<file path="src/design/sar_pkg.sv">
// Shared constants for the converter readout link and its two ends.
// Assumes both ends run from one 250 MHz system clock.
package sar_pkg;

  // ---------------------------------------------------------------------
  // Clock and timing
  // ---------------------------------------------------------------------
  // System clock rate in hertz.
  localparam int SAR_CLK_HZ       = 250_000_000;
  // Self-calibration length in milliseconds, as quoted.
  localparam int SAR_CAL_TIME_MS  = 500;
  // Calibration length in clock cycles (longest time, rounded down).
  localparam int SAR_CAL_CYCLES   = SAR_CAL_TIME_MS * (SAR_CLK_HZ / 1000);
  // Conversion time in nanoseconds; a plain default for the model.
  localparam int SAR_CONV_TIME_NS = 700;
  // Conversion length in clock cycles (rounded up).
  localparam int SAR_CONV_CYCLES  =
    (SAR_CONV_TIME_NS * (SAR_CLK_HZ / 1_000_000) + 999) / 1000;

  // ---------------------------------------------------------------------
  // Link figures
  // ---------------------------------------------------------------------
  // Result width in bits.
  localparam int SAR_RES_BITS     = 16;
  // Serial clock pulses that form the calibration command.
  localparam int SAR_CAL_CLOCKS   = 1024;
  // Host serial clock half period in cycles (160 ns full period).
  localparam int SAR_SCLK_HALF    = 20;
  // Host keeps the start line high this long so the device sees it.
  localparam int SAR_CNV_HIGH     = 8;
  // Extra wait beyond the conversion time to cover synchroniser delay.
  localparam int SAR_CONV_MARGIN  = 8;

  // ---------------------------------------------------------------------
  // State encodings
  // ---------------------------------------------------------------------
  // Device states: every step into or out of acquisition flips one bit.
  typedef enum logic [1:0] {
    SAR_D_ACQ  = 2'h0,
    SAR_D_CONV = 2'h1,
    SAR_D_CAL  = 2'h2
  } sar_dev_state_t;

  // Host states, Gray coded along the read path and from SAR_H_CLKS through SAR_H_CWT.
  typedef enum logic [2:0] {
    SAR_H_IDLE = 3'h0,
    SAR_H_TRIG = 3'h1,
    SAR_H_WAIT = 3'h3,
    SAR_H_READ = 3'h2,
    SAR_H_CLKS = 3'h6,
    SAR_H_CEND = 3'h7,
    SAR_H_CWT  = 3'h5
  } sar_host_state_t;

endpackage

</file>
<file path="src/design/sar_link_if.sv">
// Link between the converter end and the host end.
// Assumes a pull-up on the serial output line, resolved here.
`timescale 1ns/100ps
interface sar_link_if;

  // ---------------------------------------------------------------------
  // Link signals
  // ---------------------------------------------------------------------
  logic convert_select_line; // Start of conversion and chip select.
  logic sclk;                // Serial clock made by the host.
  logic serial_in_line;      // Serial input, held high by the host.
  logic serial_out_data;     // Value the device drives out.
  logic serial_out_en;       // High while the device drives the line.
  logic serial_out_line;     // Resolved line level with its pull-up.

  // When nobody drives, the pull-up makes the line read high.
  assign serial_out_line = serial_out_en ? serial_out_data : 1'b1;

  modport dev (
    input  convert_select_line,
    input  sclk,
    input  serial_in_line,
    output serial_out_data,
    output serial_out_en
  );

  modport host (
    output convert_select_line,
    output sclk,
    output serial_in_line,
    input  serial_out_line
  );

endinterface

</file>
<file path="src/design/sar_dev.sv">
// Converter end of the serial readout link: start, convert, shift out,
// and on-demand self-calibration.
// Assumes link pins are asynchronous to clk and are synchronised here.
`timescale 1ns/100ps

// Summary of operation
// RL1: Start line rising edge starts sampling, conversion.
// RL2: Conversion runs to end regardless of start line.
// RL3: After conversion, start line low enables output.
// RL4: Shift result MSB first on serial clock falls.
// RL5: Host may capture on either serial clock edge.
// RL6: Release output after last bit or start high.
// RL7: Host holds serial input high during normal work.
// RL8: Exactly 1024 clocks in acquisition request calibration.
// RL9: Drive output low throughout calibration, then release.
// RL10: Host watches pulled-up output go high for completion.
// RL11: Calibration lasts about 500 ms.
// RL12: Two's complement result, saturating at both full scales.
// RL13: Host waits for calibration end before new work.
// RL14: MSB appears as soon as start line falls.
module sar_dev import sar_pkg::*; #(
  parameter int RES_BITS    = SAR_RES_BITS,
  parameter int CONV_CYCLES = SAR_CONV_CYCLES,
  parameter int CAL_CYCLES  = SAR_CAL_CYCLES
) (
  // Clock and reset.
  input  wire logic                  clk,
  input  wire logic                  nrst,
  // Link to the host.
  sar_link_if.dev                    link,
  // Quantised input level, one bit wider than the result.
  input  wire logic signed [RES_BITS:0] sample_level,
  // Status and result towards local logic.
  output logic                       conv_busy,
  output logic                       cal_busy,
  output logic                       result_valid,
  output logic [RES_BITS-1:0]        result_code
);

  // ---------------------------------------------------------------------
  // Elaboration checks
  // ---------------------------------------------------------------------
  // The timer is sized by the calibration count, so it must be longest.
  if (RES_BITS < 2 || CONV_CYCLES < 1 || CAL_CYCLES < CONV_CYCLES) begin
    $error("sar_dev: unsupported parameter values");
  end

  localparam int TW = $clog2(CAL_CYCLES + 1);
  localparam int BW = $clog2(RES_BITS);
  localparam int PW = $clog2(SAR_CAL_CLOCKS + 2);
  localparam logic [TW-1:0] CONV_LAST = TW'(CONV_CYCLES - 1);
  localparam logic [TW-1:0] CAL_LAST  = TW'(CAL_CYCLES - 1);
  localparam logic [BW-1:0] BIT_LAST  = BW'(RES_BITS - 1);
  localparam logic [PW-1:0] PULSE_CMD = PW'(SAR_CAL_CLOCKS);
  // One past the command count: any more pulses cannot be a command.
  localparam logic [PW-1:0] PULSE_SAT = PW'(SAR_CAL_CLOCKS + 1);

  // ---------------------------------------------------------------------
  // Pin synchronisers
  // ---------------------------------------------------------------------
  logic [1:0] pin_meta;  // First stage, read only by the second.
  logic [1:0] pin_sync;  // Second stage: {sclk, start line}.
  logic [1:0] pin_prev;  // Delayed copy for edge detection.

  // Two flops per pin before any logic looks at it.
  always_ff @(posedge clk or negedge nrst) begin
    if (!nrst) begin
      pin_meta <= 2'h0;
      pin_sync <= 2'h0;
      pin_prev <= 2'h0;
    end else begin
      pin_meta <= {link.sclk, link.convert_select_line};
      pin_sync <= pin_meta;
      pin_prev <= pin_sync;
    end
  end

  logic sel_lvl;    // Synchronised start line level.
  logic sel_rise;   // Start line rising edge, one cycle.
  logic sclk_rise;  // Serial clock rising edge, one cycle.
  logic sclk_fall;  // Serial clock falling edge, one cycle.

  assign sel_lvl   = pin_sync[0];
  assign sel_rise  = pin_sync[0] & ~pin_prev[0];
  assign sclk_rise = pin_sync[1] & ~pin_prev[1];
  assign sclk_fall = ~pin_sync[1] & pin_prev[1];

  // ---------------------------------------------------------------------
  // Saturation of the input level
  // ---------------------------------------------------------------------
  // Clamp the wider level into the result range.
  function automatic logic [RES_BITS-1:0] clamp_code(
    input logic signed [RES_BITS:0] lvl
  );
    logic [RES_BITS-1:0] res;
    res = lvl[RES_BITS-1:0];
    // Sign and next bit disagree only when out of range.
    if (lvl[RES_BITS] != lvl[RES_BITS-1]) begin
      res = {lvl[RES_BITS], {(RES_BITS - 1){~lvl[RES_BITS]}}};
    end
    return res;
  endfunction

  // ---------------------------------------------------------------------
  // Main state
  // ---------------------------------------------------------------------
  sar_dev_state_t      state,      next_state;      // Phase.
  logic [TW-1:0]       timer,      next_timer;      // Phase timer.
  logic [PW-1:0]       pulses,     next_pulses;     // Pulses this frame.
  logic [BW-1:0]       bit_cnt,    next_bit_cnt;    // Falls this readout.
  logic [RES_BITS-1:0] sample,     next_sample;     // Held sample.
  logic [RES_BITS-1:0] shifter,    next_shifter;    // Output shifter.
  logic                ready,      next_ready;      // Result unread.
  logic                rd_en,      next_rd_en;      // Readout driving.
  logic                valid,      next_valid;      // Result pulse.
  logic [RES_BITS-1:0] code,       next_code;       // Last result.

  // Next-state logic for conversion, readout and calibration.
  always_comb begin
    next_state   = state;
    next_timer   = timer;
    next_pulses  = pulses;
    next_bit_cnt = bit_cnt;
    next_sample  = sample;
    next_shifter = shifter;
    next_ready   = ready;
    next_rd_en   = rd_en;
    next_valid   = 1'b0;
    next_code    = code;
    case (state)
      SAR_D_ACQ: begin
        // Count serial clocks in acquisition, saturating above 1024.
        if (sclk_rise && pulses != PULSE_SAT) begin
          next_pulses = pulses + PW'(1); // see RL8
        end
        if (rd_en) begin
          if (sel_lvl) begin
            // Start line back high ends the readout early.
            next_rd_en = 1'b0; // see RL6
            next_ready = 1'b0;
          end else if (sclk_fall) begin
            if (bit_cnt == BIT_LAST) begin
              // Last bit has been clocked out: let go of the line.
              next_rd_en = 1'b0; // see RL6
              next_ready = 1'b0;
            end else begin
              next_shifter = {shifter[RES_BITS-2:0], 1'b0}; // see RL4
              next_bit_cnt = bit_cnt + BW'(1);
            end
          end
        end else if (ready && !sel_lvl) begin
          // Shifter already holds the MSB, so it shows at once.
          next_rd_en   = 1'b1; // see RL3, RL14
          next_bit_cnt = '0;
        end
        if (sel_rise) begin
          next_rd_en  = 1'b0;
          next_ready  = 1'b0;
          next_timer  = '0;
          next_pulses = '0;
          if (pulses == PULSE_CMD) begin
            // Exactly the command count: calibrate instead.
            next_state   = SAR_D_CAL;    // see RL8
            next_shifter = '0;           // see RL9
          end else begin
            next_state  = SAR_D_CONV;    // see RL1
            next_sample = clamp_code(sample_level); // see RL12
          end
        end
      end
      SAR_D_CONV: begin
        // The start line is ignored until the timer expires.
        next_timer = timer + TW'(1); // see RL2
        if (timer == CONV_LAST) begin
          next_state   = SAR_D_ACQ;
          next_ready   = 1'b1;
          next_shifter = sample;
          next_code    = sample;
          next_valid   = 1'b1;
        end
      end
      SAR_D_CAL: begin
        // Line held low for the whole calibration time.
        next_timer = timer + TW'(1); // see RL11
        if (timer == CAL_LAST) begin
          next_state = SAR_D_ACQ;    // see RL9
          next_timer = '0;
        end
      end
      default: begin
        next_state = SAR_D_ACQ;
      end
    endcase
  end

  // Registers of the main state.
  always_ff @(posedge clk or negedge nrst) begin
    if (!nrst) begin
      state   <= SAR_D_ACQ;
      timer   <= '0;
      pulses  <= '0;
      bit_cnt <= '0;
      sample  <= '0;
      shifter <= '0;
      ready   <= 1'b0;
      rd_en   <= 1'b0;
      valid   <= 1'b0;
      code    <= '0;
    end else begin
      state   <= next_state;
      timer   <= next_timer;
      pulses  <= next_pulses;
      bit_cnt <= next_bit_cnt;
      sample  <= next_sample;
      shifter <= next_shifter;
      ready   <= next_ready;
      rd_en   <= next_rd_en;
      valid   <= next_valid;
      code    <= next_code;
    end
  end

  // ---------------------------------------------------------------------
  // Outputs
  // ---------------------------------------------------------------------
  // Shifter is cleared on entry to calibration, so its MSB reads low.
  assign link.serial_out_data = shifter[RES_BITS-1]; // see RL4, RL9
  assign link.serial_out_en   = rd_en | (state == SAR_D_CAL); // see RL9
  assign conv_busy    = (state == SAR_D_CONV);
  assign cal_busy     = (state == SAR_D_CAL);
  assign result_valid = valid;
  assign result_code  = code;

endmodule

</file>
<file path="src/flat_wrapper.sv">
// flat-port wrapper written by rule: the top's interface ports become plain ports
module sar_dev_flat import sar_pkg::*;
#(
  parameter int RES_BITS    = SAR_RES_BITS,
  parameter int CONV_CYCLES = SAR_CONV_CYCLES,
  parameter int CAL_CYCLES  = SAR_CAL_CYCLES
)
  (clk, nrst, sample_level, conv_busy, cal_busy, result_valid, result_code, link_convert_select_line, link_sclk, link_serial_in_line, link_serial_out_data, link_serial_out_en);
  sar_link_if link_i ();
  input  wire logic clk;
  input  wire logic nrst;
  input  wire logic signed [RES_BITS:0] sample_level;
  output logic conv_busy;
  output logic cal_busy;
  output logic result_valid;
  output logic [RES_BITS-1:0] result_code;
  input wire logic [$bits(link_i.convert_select_line)-1:0] link_convert_select_line;
  input wire logic [$bits(link_i.sclk)-1:0] link_sclk;
  input wire logic [$bits(link_i.serial_in_line)-1:0] link_serial_in_line;
  output wire logic [$bits(link_i.serial_out_data)-1:0] link_serial_out_data;
  output wire logic [$bits(link_i.serial_out_en)-1:0] link_serial_out_en;
  assign link_i.convert_select_line = link_convert_select_line;
  assign link_i.sclk = link_sclk;
  assign link_i.serial_in_line = link_serial_in_line;
  assign link_serial_out_data = link_i.serial_out_data;
  assign link_serial_out_en = link_i.serial_out_en;
  sar_dev #(.RES_BITS(RES_BITS), .CONV_CYCLES(CONV_CYCLES), .CAL_CYCLES(CAL_CYCLES)) u_core (.clk(clk), .nrst(nrst), .link(link_i), .sample_level(sample_level), .conv_busy(conv_busy), .cal_busy(cal_busy), .result_valid(result_valid), .result_code(result_code));
endmodule
</file>
<file path="config.mk">
export PLATFORM = sky130hd
export DESIGN_NAME = sar_dev_flat
export DESIGN_NICKNAME = d
export VERILOG_FILES = /design/src/design/sar_pkg.sv /design/src/design/sar_link_if.sv /design/src/design/sar_dev.sv /design/src/flat_wrapper.sv
export SDC_FILE = /design/constraint.sdc
export NUM_CORES = 1
export LEC_CHECK = 0
export BUFFER_PORTS_ARGS = -buffer_cell sky130_fd_sc_hd__buf_2
export CORE_ASPECT_RATIO = 1.4
export CORE_MARGIN = 2
export CORE_UTILIZATION = 54
export DETAILED_ROUTE_END_ITERATION = 6
export PLACE_DENSITY = 0.76
export REMOVE_ABC_BUFFERS = 1
export SYNTH_ARGS = -nofsm -noshare
export SYNTH_HDL_FRONTEND = slang
export SYNTH_SLANG_ARGS = --single-unit
</file>
<file path="constraint.sdc">
create_clock -name clk -period 2.3 [get_ports clk]
set_clock_uncertainty 0.05 [all_clocks]
set_input_delay 0.69 -clock clk [delete_from_list [all_inputs] [get_ports clk]]
set_output_delay 0.69 -clock clk [all_outputs]
set_load 0.005 [all_outputs]
</file>
==> impl_results.md <==
* Status: finished, violations left
* Failing checks: DRC
* CTS tree: built
* Crit path kind: flop to flop
* Post-synth top area share at 50.0%
* CP cell instances: or4_4 -> nor4_1 -> nand2_1 -> a221oi_4 -> mux2_1
* Clock latency on the worst-skew pair at 0.35 ns
* Worst-Margin Slew at 0.609 ns
* Synth Register Bits at 101
* Post-Route WL at 11100 um
* CP Max Fanout at 3
* Synthesized area at 5050 um2
* Starting density of the core at 55.6%
* Leak at 2.77 nW
* Highest Clock Rate at 0.443 GHz
* Final Total Pwr at 5.32 mW
* DP HPWL at 8050 um
* Routed Antenna Nets at 0
* Number of port buffers at 41
* Post-synthesis cell count at 480
* PwrDens at 870 nW/um2
* Grt total ovfl at 0
* CP max stage cell: or4_4
* Hold slack at 0.205 ns
* CP endpoint kind: flop
* Layout area overhead at 21.0%
* Vias per inst at 5.91
* Multiplexer share of the synthesized area at 4.93%
* Filler cell count at 687
* Setup ws final at 0.0435 ns
* Period minus WS final at 2.26 ns
* Largest net degree at the start of global routing at 38
* Worst EP required at 2.48 ns
* Vias in the first global route at 3996
* Core ar. at 9080 um2
* Adder-cell area share of the yosys netlist at 2.72%
* Die Y at 118 um
* Max Cap Viol at 0
* Gpl congestion at 0.858
* Worst slew margin at 59.3%
* Drt pass-1 iters at 7
* Slew Limit Fails at 0
* Area post-placement at 5750 um2
* Final setup fails at 0
* Io pins at 43
* Multi-input gate area at 2410 um2
* Post-Place Worst Slack at -0.0581 ns
* Seq/Total Area, Yosys at 50.0%
* Synth cell count leaders: 101 x dfrtp_1, 57 x nor2_1, 42 x a21oi_1
* WP buf/inv at 0
* Register Area at 2530 um2
* Peak supply drop at 475 uV
* DR DRC count at 6
* Std-Cell Rows at 41
* Die area at 10200 um2
* Ant. Diodes at 0
* CTS Sinks at 101
* Top cells by area, synth: dfrtp_1 50%, nor2_1 4.2%, a21oi_1 4.2%
* Global Route Usage Sum at 23.0%
* Mapped Avg Cell Area at 10.5 um2
* TritonCTS Buffers at 9
* Share of layout cells above drive strength 1 at 28.1%
* Hold Path Class: input pin to asynchronous set/reset pin
* Post-synth top flop: dfrtp_1
* Hold buffers post-CTS at 0
* Vias at 4016
* Post-synth ARST share at 100%
* Wire per inst at 16.3 um
* Starting DRT DRC Count at 246
* CTS root buf: clkbuf_16
* Setup slack, reg-to-reg at 0.04 ns
* Initial antenna violation count at 0
* Number of synthesized flops with an enable pin at 0
* Design area at 6110 um2
* Largest family of logic cells by synthesized area: simple AND/OR/NAND/NOR gates
* Period utilization at 98.1%
* Count leader, synth: dfrtp_1
* Synth warn at 0
* CTS max path bufs at 2
* Xor/xnor share of the synthesized area at 4.16%
* Endpoints failing hold at 0
* Slowest stage delay, CP at 0.58 ns
* RSZ-0062 raised after global routing: yes
* CP top delay family: simple AND/OR/NAND/NOR gates
* Die width at 85.7 um
* Clock-pin slew on the worst setup and hold paths at 0.07 ns
* Final Net Count at 600
* Arrival time of the worst setup path at 2.44 ns
* Type of origin of the critical path: flop
* H-tree levels at 3
* Synth area leader: dfrtp_1
* Post-Synth Simple-Gate Area at 18.8%
* Global-route wire length before repair at 18700 um
* Yosys cell types at 60
* Post-synthesis compound-gate area fraction at 16.3%
registers in the layout, summed over array words and instances, names as in the netlist:
name	count
u_core.bit_cnt	4
u_core.timer	27
u_core.pin_sync	2
u_core.rd_en	1
u_core.ready	1
u_core.pin_prev	2
u_core.result_valid	1
u_core.shifter	16
u_core.result_code	16
u_core.pin_meta	2
u_core.pulses	11
u_core.state	2
u_core.sample	16
layer usage:
metal / global-route usage (%) / part of all wire [%] / wire length, um / vias to the layer above
met5: 0 / 0 / 0 / -
met4: 9.82 / 2.0 / 219 / 0
met3: 2.93 / 3.1 / 346 / 21
met2: 40.4 / 53 / 5890 / 87
met1: 27.8 / 42 / 4600 / 1988
li1: - / - / - / 1920
final cells by class:
cell class / count / area share (%)
Clock buffer: 10 / 3.91
Clock inverter: 6 / 0.737
Multi-Input combinational cell: 346 / 39.5
Timing Repair Buffer: 98 / 11.7
Tap cell: 107 / 2.19
Inverter: 11 / 0.675
Sequential cell: 101 / 41.3
cells in the final DEF, fill, tap and decap left out, drive strengths merged, types with 5 or more instances in the layout:
cell,count
and3,6
dfrtp,101
or4,5
nand3b,5
nand4,13
nor2,57
xor2,15
inv,13
mux2,17
xnor2,9
nor4,5
nand2,36
o21ai,12
o311ai,6
a22oi,15
buf,98
nor3,11
o2bb2ai,15
a21oi,43
nand3,26
clkbuf,10
ha,11
worst reg2reg max path, cell delays in order (launching register included):
cell	delay, ns
dfrtp_1	0.38
or4_4	0.58
nor4_1	0.30
nand2_1	0.14
a221oi_4	0.33
mux2_1	0.35
per-stage QoR:
stage	util [%]	setup TNS [ns]	cells
finish	67.3	0	679
global route	67.3	-0.154	679
CTS	66.7	0	676
detailed placement	63.3	-0.112	660
global placement	63.3	0	660
floorplan	-	-3.31	458
power breakdown:
part	total (mW)	internal, mW	switching, mW	leakage [nW]
sequential	2.34	2.07	0.269	1.28
clock	1.45	0.769	0.678	0.132
combinational	1.53	0.690	0.838	1.36
what timing repair did:
action | in CTS | in global routing
endpoints found under the hold margin | 0 | 0
endpoints found under the setup margin | 4 | 14
setup buffers | 0 | 3
resized for setup | 5 | 9
pin swaps | 0 | 2
cell families after synthesis:
group	count (synthesis)
DFF	101
xor gates and xnor gates	24
buffers and inverters	33
and+or+nand+nor	183
adders and majority gates	11
AOI/OAI and AO/OA	109
muxes	19
worst paths after layout:
check / from / endpoint / depth (start not counted)
setup / recovery: u_core.timer[23] / u_core.state[1] / 5
hold / removal: nrst / u_core.bit_cnt[3] / 1
setup reg to reg: u_core.timer[23] / u_core.state[1] / 5
hold reg to reg: u_core.pin_meta[0] / u_core.pin_sync[0] / 0
max in group asynchronous: nrst / u_core.state[0] / 2
min in group clk: u_core.pin_meta[0] / u_core.pin_sync[0] / 0
(Power assumes the default switching activity.)
